`config.mk`:
```
export PLATFORM = sky130hd
export DESIGN_NAME = mpc_main_pll
export DESIGN_NICKNAME = d
export VERILOG_FILES = /design/src/design/mpc_pkg.sv /design/src/design/mpc_main_pll.sv
export SDC_FILE = /design/constraint.sdc
export NUM_CORES = 1
export LEC_CHECK = 0
export ABC_AREA = 1
export BUFFER_PORTS_ARGS = -buffer_cell sky130_fd_sc_hd__buf_2
export CAP_MARGIN = 20
export CORE_ASPECT_RATIO = 1.25
export CORE_MARGIN = 1.5
export CORE_UTILIZATION = 45
export CTS_CLUSTER_DIAMETER = 50
export DETAILED_ROUTE_END_ITERATION = 8
export GPL_TIMING_DRIVEN = 0
export PLACE_DENSITY = 0.68
export SLEW_MARGIN = 20
export SYNTH_ARGS = -nofsm -noshare
export SYNTH_HDL_FRONTEND = slang
export SYNTH_SLANG_ARGS = --single-unit
```
`constraint.sdc`:
```
create_clock -name mclk_in -period 8.3 [get_ports mclk_in]
set_clock_uncertainty 0.1 [all_clocks]
set_input_delay 0.415 -clock mclk_in [delete_from_list [all_inputs] [get_ports mclk_in]]
set_output_delay 0.415 -clock mclk_in [all_outputs]
set_load 0.005 [all_outputs]
```
`src/design/mpc_pkg.sv`:
```
package mpc_pkg;
	// ------------------------------------------------------------
	// widths and timing
	// ------------------------------------------------------------
	localparam int unsigned MCLK_HZ       = 200_000_000;
	localparam int unsigned FAST_OSC_HZ   = 10_000_000;
	localparam int unsigned SLOW_OSC_HZ   = 32_000;
	// half period, rounded down so the nominal rate is never undershot
	localparam int unsigned FAST_HALF_CYC = MCLK_HZ / (2 * FAST_OSC_HZ);
	localparam int unsigned SLOW_HALF_CYC = MCLK_HZ / (2 * SLOW_OSC_HZ);
	localparam int unsigned INT_MULT_W    = 7;
	localparam int unsigned FRAC_MULT_W   = 2;
	localparam logic [6:0]  INT_MULT_BYPASS = 7'h00;

	// ------------------------------------------------------------
	// carriers
	// ------------------------------------------------------------
	typedef struct packed {
		logic [INT_MULT_W-1:0]  pll_int_mult;
		logic [FRAC_MULT_W-1:0] pll_frac_mult;
	} mpc_mult_t;

	typedef struct packed {
		logic fast_internal_osc_clock;
		logic slow_internal_osc_clock;
	} mpc_osc_clks_t;
endpackage : mpc_pkg

```
`src/design/mpc_main_pll.sv`:
```
`timescale 1ns/1ps
// Behaviour
// pll reference comes from the primary clock pin, oscillator or crystal
// pll multiplies reference by integer plus fractional factor
// software keeps raw pll output between 150 and 300 MHz
// raw pll output is halved before the clock-select mux
// integer field zero makes the mux pass the reference clock (bypass)
// nonzero integer code N multiplies by N
// mux output passes a programmable divider to form the system clock
// internal oscillator gives fixed fast and slow clocks, not configurable
// internal clocks go to low-power logic, fast one to missing-clock detect
// aux clock input feeds only usb pll and can; others use primary clock
// software should not run the device from internal oscillator clocks
// in bypass the fractional setting has no effect
module mpc_main_pll #(
	parameter int unsigned PER_W = 16,
	parameter int unsigned DIV_W = 6
) (
	input  wire logic                 mclk_in,
	input  wire logic                 resetn_in,
	input  wire logic                 ce_in,
	input  wire logic                 primary_clock_pin_in,
	input  wire logic                 aux_clock_input_in,
	input  wire mpc_pkg::mpc_mult_t   pll_mult_reg_in,
	input  wire logic [DIV_W-1:0]     sys_clk_div_sel_in,
	output logic                      pll_system_clock_out,
	output logic                      pll_raw_clock_out,
	output logic                      pll_bypass_out,
	output mpc_pkg::mpc_osc_clks_t    lpm_osc_clks_out,
	output logic                      mcd_clock_out,
	output logic                      usb_pll_ref_out,
	output logic                      can_clock_out
);
	localparam int unsigned ACC_W = PER_W + 2;
	localparam int unsigned MUL_W = mpc_pkg::INT_MULT_W + mpc_pkg::FRAC_MULT_W;

	// ------------------------------------------------------------
	// pin synchronisers
	// ------------------------------------------------------------
	// only the second flop feeds logic; the first may still be settling
	logic ref_s1_q, ref_s2_q, ref_prev_q, aux_s1_q, aux_s2_q;

	always_ff @(posedge mclk_in or negedge resetn_in) begin
		if (!resetn_in) begin
			ref_s1_q   <= 1'b0;
			ref_s2_q   <= 1'b0;
			ref_prev_q <= 1'b0;
			aux_s1_q   <= 1'b0;
			aux_s2_q   <= 1'b0;
		end else if (ce_in) begin
			ref_s1_q   <= primary_clock_pin_in;
			ref_s2_q   <= ref_s1_q;
			ref_prev_q <= ref_s2_q;
			aux_s1_q   <= aux_clock_input_in;
			aux_s2_q   <= aux_s1_q;
		end
	end

	wire logic ref_rise = ref_s2_q & ~ref_prev_q;

	// aux clock reaches only usb pll and can
	assign usb_pll_ref_out = aux_s2_q;
	assign can_clock_out   = aux_s2_q;

	// ------------------------------------------------------------
	// reference period measurement
	// ------------------------------------------------------------
	logic [PER_W-1:0] per_cnt_q, per_cnt_d, per_q, per_d;

	always_comb begin
		per_cnt_d = per_cnt_q;
		per_d     = per_q;
		if (ref_rise) begin
			// a stalled reference must not wrap to zero and read as no period
			per_d     = (per_cnt_q == '1) ? per_cnt_q : per_cnt_q + PER_W'(1);
			per_cnt_d = '0;
		end else if (per_cnt_q != '1) begin
			per_cnt_d = per_cnt_q + PER_W'(1);
		end
	end

	always_ff @(posedge mclk_in or negedge resetn_in) begin
		if (!resetn_in) begin
			per_cnt_q <= '0;
			per_q     <= '0;
		end else if (ce_in) begin
			per_cnt_q <= per_cnt_d;
			per_q     <= per_d;
		end
	end

	// ------------------------------------------------------------
	// synthesiser: raw clock at ref * (int + frac/4)
	// ------------------------------------------------------------
	// rate is bounded by mclk; faster settings saturate at one toggle a cycle
	logic [ACC_W-1:0] acc_q, acc_d, acc_sum, acc_lim;
	logic [MUL_W-1:0] mult_q4;
	logic             bypass, tick;
	logic             raw_q, raw_d, half_q, half_d;

	always_comb begin
		bypass  = (pll_mult_reg_in.pll_int_mult == mpc_pkg::INT_MULT_BYPASS);
		// quarter units: integer code N is plain binary xN
		mult_q4 = {pll_mult_reg_in.pll_int_mult, pll_mult_reg_in.pll_frac_mult};
		acc_lim = {1'b0, per_q, 1'b0};
		acc_sum = acc_q + ACC_W'(mult_q4);
		tick    = 1'b0;
		acc_d   = acc_sum;
		raw_d   = raw_q;
		half_d  = half_q;
		if (bypass || per_q == '0) begin
			// frac field is ignored while bypassed
			acc_d = '0;
		end else if (acc_sum >= acc_lim) begin
			acc_d = acc_sum - acc_lim;
			tick  = 1'b1;
		end
		if (tick) begin
			raw_d = ~raw_q;
			if (!raw_q) begin
				half_d = ~half_q;
			end
		end
	end

	always_ff @(posedge mclk_in or negedge resetn_in) begin
		if (!resetn_in) begin
			acc_q  <= '0;
			raw_q  <= 1'b0;
			half_q <= 1'b0;
		end else if (ce_in) begin
			acc_q  <= acc_d;
			raw_q  <= raw_d;
			half_q <= half_d;
		end
	end

	assign pll_raw_clock_out = raw_q;

	// ------------------------------------------------------------
	// clock-select mux and system divider
	// ------------------------------------------------------------
	// select 0 passes the mux clock, n divides by 2n
	// a select change mid-count may stretch one output period
	logic             mux_clk, mux_prev_q, sys_q, sys_d, byp_q;
	logic [DIV_W-1:0] div_cnt_q, div_cnt_d;

	always_comb begin
		mux_clk   = bypass ? ref_s2_q : half_q;
		sys_d     = sys_q;
		div_cnt_d = div_cnt_q;
		if (sys_clk_div_sel_in == '0) begin
			sys_d     = mux_clk;
			div_cnt_d = '0;
		end else if (mux_clk && !mux_prev_q) begin
			if (div_cnt_q >= sys_clk_div_sel_in - DIV_W'(1)) begin
				div_cnt_d = '0;
				sys_d     = ~sys_q;
			end else begin
				div_cnt_d = div_cnt_q + DIV_W'(1);
			end
		end
	end

	always_ff @(posedge mclk_in or negedge resetn_in) begin
		if (!resetn_in) begin
			mux_prev_q <= 1'b0;
			sys_q      <= 1'b0;
			div_cnt_q  <= '0;
			byp_q      <= 1'b1;
		end else if (ce_in) begin
			mux_prev_q <= mux_clk;
			sys_q      <= sys_d;
			div_cnt_q  <= div_cnt_d;
			byp_q      <= bypass;
		end
	end

	assign pll_system_clock_out = sys_q;
	assign pll_bypass_out       = byp_q;

	// ------------------------------------------------------------
	// internal zero-pin oscillator
	// ------------------------------------------------------------
	// fixed dividers with no config inputs, so nothing can retune them
	logic [11:0] fast_cnt_q, fast_cnt_d, slow_cnt_q, slow_cnt_d;
	logic        fast_q, fast_d, slow_q, slow_d;

	always_comb begin
		fast_cnt_d = fast_cnt_q + 12'h001;
		fast_d     = fast_q;
		slow_cnt_d = slow_cnt_q + 12'h001;
		slow_d     = slow_q;
		if (fast_cnt_q == 12'(mpc_pkg::FAST_HALF_CYC - 1)) begin
			fast_cnt_d = 12'h000;
			fast_d     = ~fast_q;
		end
		if (slow_cnt_q == 12'(mpc_pkg::SLOW_HALF_CYC - 1)) begin
			slow_cnt_d = 12'h000;
			slow_d     = ~slow_q;
		end
	end

	always_ff @(posedge mclk_in or negedge resetn_in) begin
		if (!resetn_in) begin
			fast_cnt_q <= 12'h000;
			fast_q     <= 1'b0;
			slow_cnt_q <= 12'h000;
			slow_q     <= 1'b0;
		end else if (ce_in) begin
			fast_cnt_q <= fast_cnt_d;
			fast_q     <= fast_d;
			slow_cnt_q <= slow_cnt_d;
			slow_q     <= slow_d;
		end
	end

	assign lpm_osc_clks_out.fast_internal_osc_clock = fast_q;
	assign lpm_osc_clks_out.slow_internal_osc_clock = slow_q;
	assign mcd_clock_out                            = fast_q;
endmodule : mpc_main_pll

```
==> impl_metrics.toml <==
[logic_synthesis]
synth_top_area_share_pct = 34.7
synthCells = 905
synth_fp_nets = 965
synth_edf_count = 0
yosysTopAreaCell = "dfrtp_1"
async_flop_share_pct = 100
synth_cell_types = 46
synth-main-ff-cell = "dfrtp_1"
yosys_warnings = 0
synth-adder-area-share_pct = 7.85
synth_mux_area_share_pct = 0
synthXorXnorAreaFrac_pct = 6.00
synth-seq-cells = 92
synth_top_family_by_area = "simple AND/OR/NAND/NOR gates"
syn_area_mm2 = 0.00657
yosys.area_share.simple_pct = 32.6
synth_compound_area_share_pct = 8.61
synth-seq-area-share_pct = 35.1
synthTopCellsByArea = "dfrtp_1, nand2_1, inv_1"
syn_area_per_cell_um2 = 7.26

[pwr]
power.clock.fraction_pct = 17.3
seq_power_share_pct = 24.1
peakVddDrop_mv = 0.175
leakage_nw = 3.75
switching_share_pct = 46.8
powerDensity_mw_per_mm2 = 380
p_int_mw = 1.48
p_sw_mw = 1.30
power_frac_comb_pct = 58.6

[critical_path]
required_ns = 8.48
crit_chain = "ha_1 > inv_1 > fa_1 > inv_1 > nand3_1 > nand2_1 > nand3_1 > nand3b_1 > xor2_1 > inv_1 > ha_1 > nand2_2 > nor2_2 > nor3b_2 > nand2_1 > nand2_1 > nand2_1 > nand2_1 > nand2_2 > nand2_4 > buf_6 > nand3b_1 > nand3_1"
worstSetupPathType = "register to register"
worstRegToRegCells = 23
r2r_start = "acc_q[0]$_DFFE_PN0P_"
slowest_delay_ns = 0.40
cp_data_arrival_time_ns = 3.89
crit_path_frequent_cell = "nand2_1"
crit_buf_inv = 4
cp_max_fo = 10
slowest_stage = "fa_1"
rrSetupSlack_ns = 4.59
r2r_end = "acc_q[1]$_DFFE_PN0P_"
crit_path_start_kind = "register"
cp_top_family = "simple AND/OR/NAND/NOR gates"
endpoint_kind = "register"

[global_route]
grt_pass1_vias = 5518
grt_pass1_wl_mm = 25.3
grt_max_degree = 68
overflow = 0
gr-usage-all-layers_pct = 20.2
grt_antenna_before_repair = 0

[placed_design]
dpl.hpwl_mm = 12.0
io_buffers = 26
place_congestion = 0.918
post-place-ws_ns = 4.47

[floorplanning]
dieArea_mm2 = 0.0153
die_y_um = 138
start_util_pct = 45.8
coreArea_mm2 = 0.0143
rows = 49
die_w_um = 111
io_pins = 28

[timing]
hold_slack_ns = 0.163
slew_violations = 0
rsz0062_at_grt = "no"
timing.setup.tns_ns = 0
slew_headroom_pct = 58.8
setup_violations = 0
hold_viol_final = 0
fin_crit_ns = 3.71
final.setup.worst_slack_ns = 4.59
tightest_slew_ns = 0.613
period_share_pct = 44.7
fmax_ghz = 0.269

[detailed_routing]
drc = 0
drtAntennaViolNets = 0
postRouteWirelength_mm = 14.9
firstDrtPassIters = 5
drt_iter0_drc = 264
vias_per_cell = 5.12
vias = 5775
wl_per_cell_um = 13.3

[min_path]
whs_path_depth = 3
holdPathEnd = "aux_s1_q$_DFFE_PN0P_"
hold_path.class = "input port to register"
hold_start = "aux_clock_input_in"

[finish]
n_antenna_cell = 0
area_growth_pct = 11.4
drive_gt1_share_pct = 10.1
layout_common_cells = "nand2_1, inv_1, dfrtp_1"
nets = 1004
final_common_cell = "nand2_1"

[clocking]
root_buffer = "clkbuf_16"
clock_latency_ns = 0.35
clk_pin_slew_worst_paths_ns = 0.07
cts_made_buffers = 9
cts_tree = "done"
cts-htree-levels = 3
clk_path_buf_depth = 2
cts_sinks = 92

[flow_run]
drv_cap = 0

[run_status]
status = "complete, no violations"
[power by group through the flow]
stage / Sequential (mW) / Combinational [mW] / Clock (mW)
2_1_floorplan: 0.651 / 1.27 / 0
3_3_place_gp: 0.675 / 1.60 / 0
3_5_place_dp: 0.678 / 1.62 / 0
4_1_cts: 0.670 / 1.63 / 0.488
5_1_grt: 0.687 / 1.87 / 0.510
6_report: 0.670 / 1.63 / 0.482
[synth_stat cells, types with 7 or more instances]
cell / number
nand2_1: 227
nor3_1: 14
nand4_1: 30
dfrtp_1: 91
nand3b_1: 9
o21ai_1: 13
buf_2: 8
xnor2_1: 12
nor4_1: 7
inv_1: 139
nand3_1: 74
o21ai_0: 43
nand2_2: 8
xor2_1: 33
nor2_1: 60
a21oi_1: 31
ha_1: 38
or2_2: 7
[cell families after synthesis]
logic type,after synthesis
compound gates,104
fa+ha+maj,40
buf+inv,164
flops,92
simple gates,460
xor+xnor,45
[registers in the layout (all words and copies together), names as in the netlist]
signal and flops:
acc_q 18, aux_s1_q 1, can_clock_out 1, div_cnt_q 6, fast_cnt_q 12, half_q 1, mcd_clock_out 1, mux_prev_q 1
per_cnt_q 16, per_q 16, pll_bypass_out 1, pll_raw_clock_out 1, pll_system_clock_out 1, ref_prev_q 1, ref_s1_q 1, ref_s2_q 1
slow_cnt_q 12, slow_q 1
[final cells by class]
cell class                 instances  area, um^2
inverter                         142         533
tap                              178         223
timing repair buffer              28         174
fill                            1423        7030
clock buffer                      10         229
multi-input combinational        649        3610
sequential                        92        2300
clock inverter                     6         120
buffer                            22         119
[repair_timing]
item / 4_1_cts / 5_1_grt
gates resized for setup: 0 / 0
hold buffers: 1 / 0
setup buffers: 0 / 0
hold endpoints to repair: 25 / 0
[through the flow]
step                      instances  cell area [um^2]  utilization, %  total power [mW]
final                          1127              7320            51.0              2.78
after global routing           1127              7320            51.0              3.07
after CTS                      1127              7320            51.0              2.79
after detailed placement       1110              6960            48.5              2.30
after global placement         1109              6920            48.3              2.27
after floorplan                 905              6570               -              1.92
[worst max-delay path by stage]
stage	start	endpoint	slack, ns	cells after the start
floorplan	pll_mult_reg_in[0]	acc_q[13]$_DFFE_PN0P_	5.04	22
global placement	pll_mult_reg_in[0]	acc_q[10]$_DFFE_PN0P_	4.52	24
detailed placement	pll_mult_reg_in[0]	acc_q[13]$_DFFE_PN0P_	4.47	23
CTS	acc_q[0]$_DFFE_PN0P_	acc_q[1]$_DFFE_PN0P_	4.60	23
global route	acc_q[0]$_DFFE_PN0P_	acc_q[10]$_DFFE_PN0P_	4.23	23
finish	acc_q[0]$_DFFE_PN0P_	acc_q[1]$_DFFE_PN0P_	4.59	23
[per-layer routing]
| metal | wire length [um] | global-route usage [%] | vias to the layer above |
|---|---|---|---|
| met1 | 6750 | 25.1 | 2646 |
| met3 | 361 | 2.46 | 26 |
| met4 | 421 | 7.93 | 0 |
| li1 | - | - | 3015 |
| met5 | 0 | 0 | - |
| met2 | 7420 | 35.9 | 88 |
[worst min-delay path, cell delays in order]
cell and delay, ns:
buf_2 0.07, nand2_1 0.04, nand2_1 0.05
Power figures use the tool's default switching activity.
